==> src/rail_strobe_regs.svh <==
// Summary of operation
// - Second backup buck step field is bits 5-4, reset 1h; 1h step 1, 2h step 2.
// - First backup buck step field is bits 1-0, reset 1h; same step 1/2 decode.
// - Backup codes 0h and 3h keep that rail away from the sequencer entirely.
// - Steps 1 and 2 run only while the freshness seal flag is 0.
// - Once the seal is broken the sequencer never disables either backup buck.
// - Switch/regulator step register sits at index 25h and resets to 88h.
// - Load switch field is bits 7-4, reset 8h; codes 3h..Ah select steps 3..10.
// - Load switch codes 0h-2h and Bh-Fh leave the switch unsequenced.
// - Regulator field is bits 3-0, reset 8h, same decode as the load switch.
`ifndef RAIL_STROBE_REGS_SVH
`define RAIL_STROBE_REGS_SVH
`define IDX_BACKUP       8'h24
`define IDX_SWITCH_LDO   8'h25
`define IDX_STATUS       8'h28
`define RST_BACKUP       8'h11
`define RST_SWITCH_LDO   8'h88
`define BACKUP_WMASK     8'h33
`define FLD_BUCK_B_HI    5
`define FLD_BUCK_B_LO    4
`define FLD_BUCK_A_HI    1
`define FLD_BUCK_A_LO    0
`define FLD_SWITCH_HI    7
`define FLD_SWITCH_LO    4
`define FLD_GP_HI        3
`define FLD_GP_LO        0
`define STEP_FIRST       4'h1
`define STEP_WIDE_FIRST  4'h3
`define STEP_LAST        4'ha
`define STEP_CYCLES_DEF  16
`define BK_CODE_FIRST    2'h1
`define BK_CODE_LAST     2'h2
`define STEP_BACKUP_LAST 4'h2
`endif

==> src/rail_strobe_pkg.sv <==
package rail_strobe_pkg;
    // Sequencer-driven rail enables.
    typedef struct packed {
        logic buck_a;
        logic buck_b;
        logic lv_switch;
        logic gp_regulator;
    } rail_en_t;
    // Avalon-MM request carrier.
    typedef struct packed {
        logic [9:0]  address;
        logic        read;
        logic        write;
        logic [3:0]  byteenable;
        logic [31:0] writedata;
    } avs_req_t;
    typedef enum logic [2:0] {
        SEQ_IDLE = 3'b001,
        SEQ_UP   = 3'b010,
        SEQ_DOWN = 3'b100
    } seq_state_t;
endpackage

==> src/rail_strobe_assignment.sv <==
// Chosen here: the Avalon-MM interface to the registers.
`timescale 1ns/1ps
`include "rail_strobe_regs.svh"
module rail_strobe_assignment #(
    parameter int STEP_CYCLES = `STEP_CYCLES_DEF
) (
    input  wire logic                       clk,
    input  wire logic                       arst_n,
    input  wire logic                       ce,
    input  wire rail_strobe_pkg::avs_req_t  avs_req,
    output logic [31:0]                     avs_readdata,
    output logic                            avs_waitrequest,
    input  wire logic                       write_unlock,
    input  wire logic                       freshness_seal_flag,
    input  wire logic                       seq_power_up,
    input  wire logic                       seq_power_down,
    output rail_strobe_pkg::rail_en_t       rails,
    output logic [3:0]                      seq_step,
    output logic                            seq_busy
);
    import rail_strobe_pkg::*;

    logic [1:0]  rst_sync_q;
    logic        rst_n;
    logic [7:0]  backup_q;
    logic [7:0]  switch_ldo_q;
    logic        wait_q;
    logic [31:0] rdata_q;
    seq_state_t  state_q;
    logic [3:0]  step_q;
    logic [15:0] timer_q;
    logic        busy_q;
    rail_en_t    rails_q;
    logic        req;
    logic        take;
    logic [7:0]  idx;
    logic        tick;
    logic [1:0]  buck_a_fld;
    logic [1:0]  buck_b_fld;
    logic [3:0]  sw_fld;
    logic [3:0]  gp_fld;

    // Backup code matches step only for codes 1h and 2h; 0h and 3h never match.
    function automatic logic hit2(input logic [1:0] f, input logic [3:0] s);
        hit2 = (f == `BK_CODE_FIRST || f == `BK_CODE_LAST) && ({2'h0, f} == s);
    endfunction

    // Wide code matches step only within 3h..Ah.
    function automatic logic hit4(input logic [3:0] f, input logic [3:0] s);
        hit4 = (f >= `STEP_WIDE_FIRST) && (f <= `STEP_LAST) && (f == s);
    endfunction

    // Reset release through two flip-flops.
    always_ff @(posedge clk or negedge arst_n) begin
        if (!arst_n) begin
            rst_sync_q <= 2'h0;
        end else begin
            rst_sync_q <= {rst_sync_q[0], 1'b1};
        end
    end
    assign rst_n = rst_sync_q[1];

    // Field views and bus decode.
    assign buck_a_fld = backup_q[`FLD_BUCK_A_HI:`FLD_BUCK_A_LO];
    assign buck_b_fld = backup_q[`FLD_BUCK_B_HI:`FLD_BUCK_B_LO];
    assign sw_fld     = switch_ldo_q[`FLD_SWITCH_HI:`FLD_SWITCH_LO];
    assign gp_fld     = switch_ldo_q[`FLD_GP_HI:`FLD_GP_LO];
    assign req        = avs_req.read || avs_req.write;
    assign take       = req && !wait_q;
    assign idx        = avs_req.address[9:2];
    assign tick       = (timer_q == 16'(STEP_CYCLES - 1));

    // Waitrequest drops for one cycle after a request is seen, carrying read data.
    always_ff @(posedge clk or negedge rst_n) begin
        if (!rst_n) begin
            wait_q  <= 1'b1;
            rdata_q <= 32'h0;
        end else if (ce) begin
            if (take || !req) begin
                wait_q <= 1'b1;
            end else begin
                wait_q <= 1'b0;
                case (idx)
                    `IDX_BACKUP:     rdata_q <= {24'h0, backup_q};
                    `IDX_SWITCH_LDO: rdata_q <= {24'h0, switch_ldo_q};
                    `IDX_STATUS:     rdata_q <= {20'h0, seq_busy, 1'b0, freshness_seal_flag, 1'b0,
                                                 rails_q.buck_a, rails_q.buck_b,
                                                 rails_q.lv_switch, rails_q.gp_regulator, step_q};
                    default:         rdata_q <= 32'h0;
                endcase
            end
        end
    end

    // Step registers; writes accepted only when unlocked, reserved bits stay zero.
    always_ff @(posedge clk or negedge rst_n) begin
        if (!rst_n) begin
            backup_q     <= `RST_BACKUP;
            switch_ldo_q <= `RST_SWITCH_LDO;
        end else if (ce && take && avs_req.write && avs_req.byteenable[0] && write_unlock) begin
            if (idx == `IDX_BACKUP) begin
                backup_q <= avs_req.writedata[7:0] & `BACKUP_WMASK;
            end
            if (idx == `IDX_SWITCH_LDO) begin
                switch_ldo_q <= avs_req.writedata[7:0];
            end
        end
    end

    // Sequence walker: up from step 1 to 10, down from 10 to 1.
    // The busy flag is its own flip-flop so that the output carries no decode glitches.
    always_ff @(posedge clk or negedge rst_n) begin
        if (!rst_n) begin
            state_q <= SEQ_IDLE;
            step_q  <= 4'h0;
            timer_q <= 16'h0;
            busy_q  <= 1'b0;
        end else if (ce) begin
            case (state_q)
                SEQ_IDLE: begin
                    timer_q <= 16'h0;
                    if (seq_power_up) begin
                        state_q <= SEQ_UP;
                        step_q  <= `STEP_FIRST;
                        busy_q  <= 1'b1;
                    end else if (seq_power_down) begin
                        state_q <= SEQ_DOWN;
                        step_q  <= `STEP_LAST;
                        busy_q  <= 1'b1;
                    end
                end
                SEQ_UP: begin
                    timer_q <= tick ? 16'h0 : timer_q + 16'h1;
                    if (tick) begin
                        if (step_q == `STEP_LAST) begin
                            state_q <= SEQ_IDLE;
                            step_q  <= 4'h0;
                            busy_q  <= 1'b0;
                        end else begin
                            step_q <= step_q + 4'h1;
                        end
                    end
                end
                SEQ_DOWN: begin
                    timer_q <= tick ? 16'h0 : timer_q + 16'h1;
                    if (tick) begin
                        if (step_q == `STEP_FIRST) begin
                            state_q <= SEQ_IDLE;
                            step_q  <= 4'h0;
                            busy_q  <= 1'b0;
                        end else begin
                            step_q <= step_q - 4'h1;
                        end
                    end
                end
                default: begin
                    state_q <= SEQ_IDLE;
                    step_q  <= 4'h0;
                    busy_q  <= 1'b0;
                end
            endcase
        end
    end

    // Rail enables change on the first cycle of each step.
    always_ff @(posedge clk or negedge rst_n) begin
        if (!rst_n) begin
            rails_q <= '0;
        end else if (ce && timer_q == 16'h0) begin
            if (state_q == SEQ_UP) begin
                if (!freshness_seal_flag) begin
                    if (hit2(buck_a_fld, step_q)) rails_q.buck_a <= 1'b1;
                    if (hit2(buck_b_fld, step_q)) rails_q.buck_b <= 1'b1;
                end
                if (hit4(sw_fld, step_q)) rails_q.lv_switch <= 1'b1;
                if (hit4(gp_fld, step_q)) rails_q.gp_regulator <= 1'b1;
            end else if (state_q == SEQ_DOWN) begin
                if (!freshness_seal_flag) begin
                    if (hit2(buck_a_fld, step_q)) rails_q.buck_a <= 1'b0;
                    if (hit2(buck_b_fld, step_q)) rails_q.buck_b <= 1'b0;
                end
                if (hit4(sw_fld, step_q)) rails_q.lv_switch <= 1'b0;
                if (hit4(gp_fld, step_q)) rails_q.gp_regulator <= 1'b0;
            end
        end
    end

    assign avs_readdata    = rdata_q;
    assign avs_waitrequest = wait_q;
    assign rails           = rails_q;
    assign seq_step        = step_q;
    assign seq_busy        = busy_q;

    property p_wait_one;
        @(posedge clk) disable iff (!rst_n) (ce && req && wait_q) |=> (!wait_q ##1 (wait_q || !ce));
    endproperty
    a_wait_one: assert property (p_wait_one) else $error("Waitrequest not low for one cycle.");

    property p_reserved_zero;
        @(posedge clk) disable iff (!rst_n) 1'b1 |-> (backup_q & ~`BACKUP_WMASK) == 8'h0;
    endproperty
    a_reserved_zero: assert property (p_reserved_zero) else $error("Reserved backup bits set.");

    property p_locked_write;
        @(posedge clk) disable iff (!rst_n) (take && avs_req.write && !write_unlock) |=>
            ($stable(backup_q) && $stable(switch_ldo_q));
    endproperty
    a_locked_write: assert property (p_locked_write) else $error("Locked write changed a register.");

    property p_buck_a_on;
        @(posedge clk) disable iff (!rst_n) $rose(rails_q.buck_a) |->
            ($past(step_q) == {2'h0, $past(buck_a_fld)} && !$past(freshness_seal_flag) &&
             $past(step_q) <= `STEP_BACKUP_LAST);
    endproperty
    a_buck_a_on: assert property (p_buck_a_on) else $error("Backup buck A enabled at wrong step.");

    property p_buck_b_on;
        @(posedge clk) disable iff (!rst_n) $rose(rails_q.buck_b) |->
            ($past(buck_b_fld) inside {`BK_CODE_FIRST, `BK_CODE_LAST} && $past(state_q) == SEQ_UP);
    endproperty
    a_buck_b_on: assert property (p_buck_b_on) else $error("Backup buck B enabled by bad code.");

    property p_seal_hold;
        @(posedge clk) disable iff (!rst_n) ($fell(rails_q.buck_a) || $fell(rails_q.buck_b)) |->
            !$past(freshness_seal_flag);
    endproperty
    a_seal_hold: assert property (p_seal_hold) else $error("Backup buck disabled after seal broken.");

    property p_switch_code;
        @(posedge clk) disable iff (!rst_n) $changed(rails_q.lv_switch) |->
            ($past(sw_fld) >= `STEP_WIDE_FIRST && $past(sw_fld) <= `STEP_LAST && $past(sw_fld) == $past(step_q));
    endproperty
    a_switch_code: assert property (p_switch_code) else $error("Load switch moved on bad code.");

    property p_gp_code;
        @(posedge clk) disable iff (!rst_n) $rose(rails_q.gp_regulator) |->
            ($past(gp_fld) == $past(step_q) && $past(gp_fld) >= `STEP_WIDE_FIRST);
    endproperty
    a_gp_code: assert property (p_gp_code) else $error("Regulator enabled at wrong step.");

    property p_ascend;
        @(posedge clk) disable iff (!rst_n) (ce && state_q == SEQ_UP && tick && step_q != `STEP_LAST) |=>
            (step_q == $past(step_q) + 4'h1);
    endproperty
    a_ascend: assert property (p_ascend) else $error("Up sequence did not advance by one.");
endmodule

==> config.mk <==
export PLATFORM = sky130hd
export DESIGN_NAME = rail_strobe_assignment
export DESIGN_NICKNAME = d
export VERILOG_FILES = /design/src/rail_strobe_pkg.sv /design/src/rail_strobe_assignment.sv
export VERILOG_INCLUDE_DIRS = /design/src
export SDC_FILE = /design/constraint.sdc
export NUM_CORES = 1
export LEC_CHECK = 0
export ABC_AREA = 1
export BUFFER_PORTS_ARGS = -buffer_cell sky130_fd_sc_hd__buf_4
export CORE_MARGIN = 4
export CORE_UTILIZATION = 57
export DETAILED_ROUTE_END_ITERATION = 12
export PLACE_DENSITY = 0.84
export SYNTH_ARGS = -nofsm -noshare
export SYNTH_HDL_FRONTEND = slang
export SYNTH_SLANG_ARGS = --single-unit
==> constraint.sdc <==
create_clock -name clk -period 3.36 [get_ports clk]
set_input_delay 0.336 -clock clk [delete_from_list [all_inputs] [get_ports clk]]
set_output_delay 0.336 -clock clk [all_outputs]
set_load 0.005 [all_outputs]
* Word level (Yosys, flattened, before mapping)
Cells that the tools add are included.
** Storage, ports and cells
- Bits in registers :: 75
- Input port bits :: 55
- Output and inout bits :: 42
- Logic and storage cells :: 118
** Cells by class
- $add $sub $neg :: 3
- $lt $le $gt $ge :: 4
- Equal/unequal tests :: 28
- Mux-type cells :: 37
- Bitwise logic cells :: 1
- Reduce and logical (&&, ||, !) cells :: 32
** Operators with widths (count)
- $pmux W12 S3 :: 1
- $mux W4 :: 8
- $pmux W16 S2 :: 1
- $eq A8 B6 Y1 const B :: 3
- $mux W3 :: 6
- $reduce_and A6 Y1 :: 3
- $add A16 B1 Y16 const B :: 1
- $eq A16 B4 Y1 const B :: 1
- $logic_not A16 Y1 :: 1
- $mux W16 :: 1
- $mux W1 :: 15
- $logic_and A1 B1 Y1 :: 12
- $ne A2 B2 Y1 const B :: 6
- $pmux W4 S3 :: 1
- $pmux W3 S3 :: 1
- $eq A2 B4 Y1 :: 2
- $eq A4 B4 Y1 :: 2
- $ge A4 B2 Y1 const B :: 2
- $le A4 B4 Y1 const B :: 2
- $ne A2 B1 Y1 const B :: 4
- $reduce_and A2 Y1 :: 4
- $reduce_and A3 Y1 :: 2
- $add A4 B1 Y4 const B :: 1
- $eq A2 B1 Y1 const B :: 2
- other kinds (16) :: 23

* Logic depth before layout (Yosys ltp)
- Depth in word-level cells :: 7
- Gate-level depth with buffers :: 11
- Mapped depth without buffers :: 11

* Least setup slack after synthesis
Ideal clock, no wire load.
- Path kind :: reg-to-reg
- From :: register step_q[0], in the netlist seq_step[0]
- To :: register state_q[1]
- Library setup time :: 117 ps
- Data arrival time :: 1394 ps
- Required time :: 3243 ps
- Path slack :: 1849 ps
- Cell stages (with the launch flop) :: 11
- Buffers on the path :: 1
- Period minus slack after synthesis :: 1511 ps
- Cell sequence :: dfrtp_1 buf_2 inv_1 ha_1 nand2_1 nand2_1 nand2_1 inv_2 nand3_2 nand2_1 nand2_1
** Between the ends
- Cells in the longest elaborated chain, start to end :: 3
- Elaborated cells on any way between the ends :: 5
- Those cells by class :: eq/ne: 4; reduce/logical: 1
** Ends and longest elaborated chain
- from (decl) :: line rail_strobe_assignment.sv:30 : logic [3:0] step_q;
- from (signal assigned) :: line rail_strobe_assignment.sv:124 : step_q <= `STEP_FIRST;
- from (signal assigned) :: line rail_strobe_assignment.sv:128 : step_q <= `STEP_LAST;
- from (signal assigned) :: line rail_strobe_assignment.sv:140 : step_q <= step_q + 4'h1;
- $eq A4 B1 Y1 (no source line) / $eq A4 B4 Y1 (equally long branches)
- $ne A2 B2 Y1 (no source line)
- $reduce_and A6 Y1 (no source line) *
- to (signal assigned) :: line rail_strobe_assignment.sv:114 : state_q <= SEQ_IDLE;
- to (signal assigned) :: line rail_strobe_assignment.sv:123 : state_q <= SEQ_UP;
- to (signal assigned) :: line rail_strobe_assignment.sv:127 : state_q <= SEQ_DOWN;
- to (decl) :: line rail_strobe_assignment.sv:29 : seq_state_t state_q;
Every way passes the cells marked *; elsewhere a longest branch is shown, timed or not.
A chain may end at the register's enable or synchronous reset.

* Worst setup path in the final report
- From :: register state_q[0]
- To :: register timer_q[9]
** Between the ends
- Cells in the longest elaborated chain, start to end :: 4
- Elaborated cells on any way between the ends :: 7
- Those cells by class :: eq/ne: 3; mux: 1; reduce/logical: 3
** Ends and longest elaborated chain
- $eq A3 B2 Y1 / $eq A3 B3 Y1 (equally long branches) :: line rail_strobe_assignment.sv:119 : case (state_q)
- $reduce_or A2 Y1 (no source line)
- $reduce_bool A2 Y1 (no source line)
- $reduce_and A2 Y1 (no source line)
- to (signal assigned) :: line rail_strobe_assignment.sv:133 : timer_q <= tick ? 16'h0 : timer_q + 16'h1;
- to (signal assigned) :: line rail_strobe_assignment.sv:145 : timer_q <= tick ? 16'h0 : timer_q + 16'h1;
- to (decl) :: line rail_strobe_assignment.sv:31 : logic [15:0] timer_q;
Parallel ways exist; a longest one is shown, timed or not.

==> results by group <==
Power
  – VDD IR max: 0.388 mV
  – Sw Ratio: 39.8%
  – Switch Pwr: 734 uW
  – Int Pwr: 1.11 mW
  – Leakage power total: 2.03 nW
  – Sequential power share: 44.1%
  – Total power: 1.84 mW
  – Combinational Power Share: 35.8%
  – PwrDens: 475 nW/um2
  – Clk pwr share: 20.1%

Place
  – Port-buffer cells: 45
  – Setup slack at placement: 1290 ps
  – Dpl hpwl: 5950 um
  – Placer Congestion: 0.905

Global route
  – Largest net degree at the start of global routing: 52
  – Initial antenna violation count: 0
  – Total GRT Usage: 22.4%
  – First-pass GRT wire length: 13,600 um
  – Vias in the first global route: 3,014
  – Global route total overflow: 0

Critical path
  – Setup crit start kind: flop
  – Crit-path max FO: 23
  – CP Class: flop to flop
  – WP data required: 3610 ps
  – Launch point of the worst path: state_q[0]
  – Worst r2r src: state_q[0]
  – Crit path capture type: flop
  – CP Data Arrival Time: 2350 ps

Yosys
  – Synth area leader: dfrtp_1
  – Ranking of synthesized cells by area: dfrtp_1, nand2_1, nand3_1, nor2_1, buf_4
  – EDFF count, synth: 0
  – Number of synthesis warnings: 0
  – Synth async-reset ratio: 100%
  – #FFs+latches synth: 53
  – Synthesized area: 3500 um2
  – Seq/Total Area, Yosys: 38.1%
  – Synth top area share: 33.6%
  – Cells after Synth: 498
  – Synth Area per Inst: 7.03 um2
  – Top post-synthesis cells by count: nand2_1, nand3_1, nor2_1
  – Synth cell types: 35
  – Count leader, synth: nand2_1
  – Ys flop type: dfrtp_1

Flow run
  – Max-cap viol count: 0

STA
  – Setup WS post-layout: 1260 ps
  – Fin Clk Skew: 9.14 ps
  – Worst slew margin: 25.5%
  – Final worst-path cycle share: 62.6%
  – RSZ-0062 raised after global routing: no
  – Period minus WS final: 2100 ps
  – Sum of negative setup slack: 0 ps
  – Setup violators final: 0
  – Final hold violation count: 0
  – Tightest Pin Transition: 1120 ps
  – Slew Viols, Final: 0
  – Hold_ws: 243 ps
  – Peak Freq: 0.476 GHz

Drt
  – DRT Pass-1 Iters: 4
  – DRC: 0
  – Total number of vias: 3,188
  – First-iteration detailed-routing DRC count: 298
  – DR vias/cell: 5.19
  – Final antenna-violating net count: 0
  – Total wire length: 7900 um
  – Routed wire per std cell: 12.9 um

Clock network
  – Clk slew on worst S/H paths: 90 ps
  – Longest Clk Path Bufs: 2
  – Total CTS buffers: 5
  – Clk Tree Root Cell: clkbuf_8
  – TritonCTS clock tree: yes
  – CTS Sinks: 53
  – Insertion delay to the later sink of the worst-skew pair: 310 ps
  – H-Tree Depth: 2

Die
  – IO Count: 97
  – Core area: 5960 um2
  – Die height: 86.4 um
  – Die Wd: 86.4 um
  – Initial core utilization: 58.8%
  – Total die area: 7460 um2
  – Rows: 28

Layout
  – Layout filler cell count: 536
  – Fin nets: 599
  – Area delta synth->final: 10.8%
  – # diodes: 0
  – Layout cell share with drive strength beyond 1: 17.4%

Min path
  – Critical hold path startpoint: freshness_seal_flag
  – Hold crit path type: input port to flop

Outcome
  – Status: finished clean
## what timing repair did
action	in CTS	in global routing
gates resized for setup	0	0
hold buffers	1	0
setup buffers	0	0
hold endpoints to repair	2	0
## cells in the final DEF, fill, tap and decap left out, types with 7 or more instances in the layout
master and instances:
conb_1 23, nor2_1 51, nand2_1 158, nor2_2 10, a21oi_2 7, o21ai_0 13
buf_4 45, inv_1 43, nand3_1 61, nand4_1 11, dfrtp_1 46
## layout make-up
class | instances | area [um2] | share of cell area (%)
inverter | 51 | 193 | 4.97
tap | 75 | 93.8 | 2.42
timing repair buffer | 46 | 348 | 8.97
sequential | 53 | 1340 | 34.4
clock buffer | 8 | 90.1 | 2.32
multi-input combinational | 381 | 1820 | 46.9
## through the flow
stage	utilization [%]	std cells	instance area [um2]
final	65.1	614	3880
after floorplan	-	519	3580
after detailed placement	63.4	605	3780
after global routing	65.1	614	3880
after CTS	65.1	614	3880
after global placement	63.4	605	3780
## logic make-up (layout without fill, tap and decap cells)
logic type	after synthesis	after routing	share of synthesized area (%)
AOI/OAI and AO/OA	36	36	6.25
xor gates and xnor gates	10	10	2.50
adders and majority gates	6	6	2.14
buffers and inverters	85	105	12.2
DFF	53	53	38.1
other	2	23	0.214
and+or+nand+nor	306	306	38.6
## metal layers
layer / wire length [um] / vias up / GRT usage, %
met1: 3540 / 1485 / 30.3
li1: - / 1606 / -
met4: 99 / 0 / 5.81
met5: 0 / - / 0
met2: 3820 / 90 / 37.8
met3: 436 / 7 / 3.52
## power by group through the flow
stage | clock network [mW] | logic (mW) | registers [mW]
2_1_floorplan | 0 | 0.558 | 0.768
3_3_place_gp | 0 | 0.634 | 0.822
3_5_place_dp | 0 | 0.652 | 0.825
4_1_cts | 0.377 | 0.658 | 0.813
5_1_grt | 0.411 | 0.759 | 0.830
6_report | 0.370 | 0.660 | 0.813
## worst max-delay path, cell delays in order, from the launching register on
cell and delay [ps]:
dfstp_2 560, inv_1 50, nand3_1 180, nand3_1 120, nand2_1 520, inv_1 290, nand2_1 180, nand2_1 60
nor2_1 80
## path summary, 6_finish.rpt
kind | to | slack, ps | depth (start not counted)
setup / recovery | timer_q[9] | 1260 | 8
hold / removal | avs_readdata[9] | 240 | 3
setup reg to reg | timer_q[9] | 1260 | 8
hold reg to reg | rst_sync_q[1] | 370 | 0
max in group asynchronous | switch_ldo_q[4] | 2180 | 0
min in group asynchronous | rst_sync_q[1] | 350 | 2
## state kept, by name (all words and copies together) (netlist names)
signal / flops
seq_step: 4
rst_sync_q: 2
state_q: 3
avs_readdata: 10
backup_q: 4
rails: 4
avs_waitrequest: 1
timer_q: 16
switch_ldo_q: 8
seq_busy: 1
(Power assumes the default switching activity.)
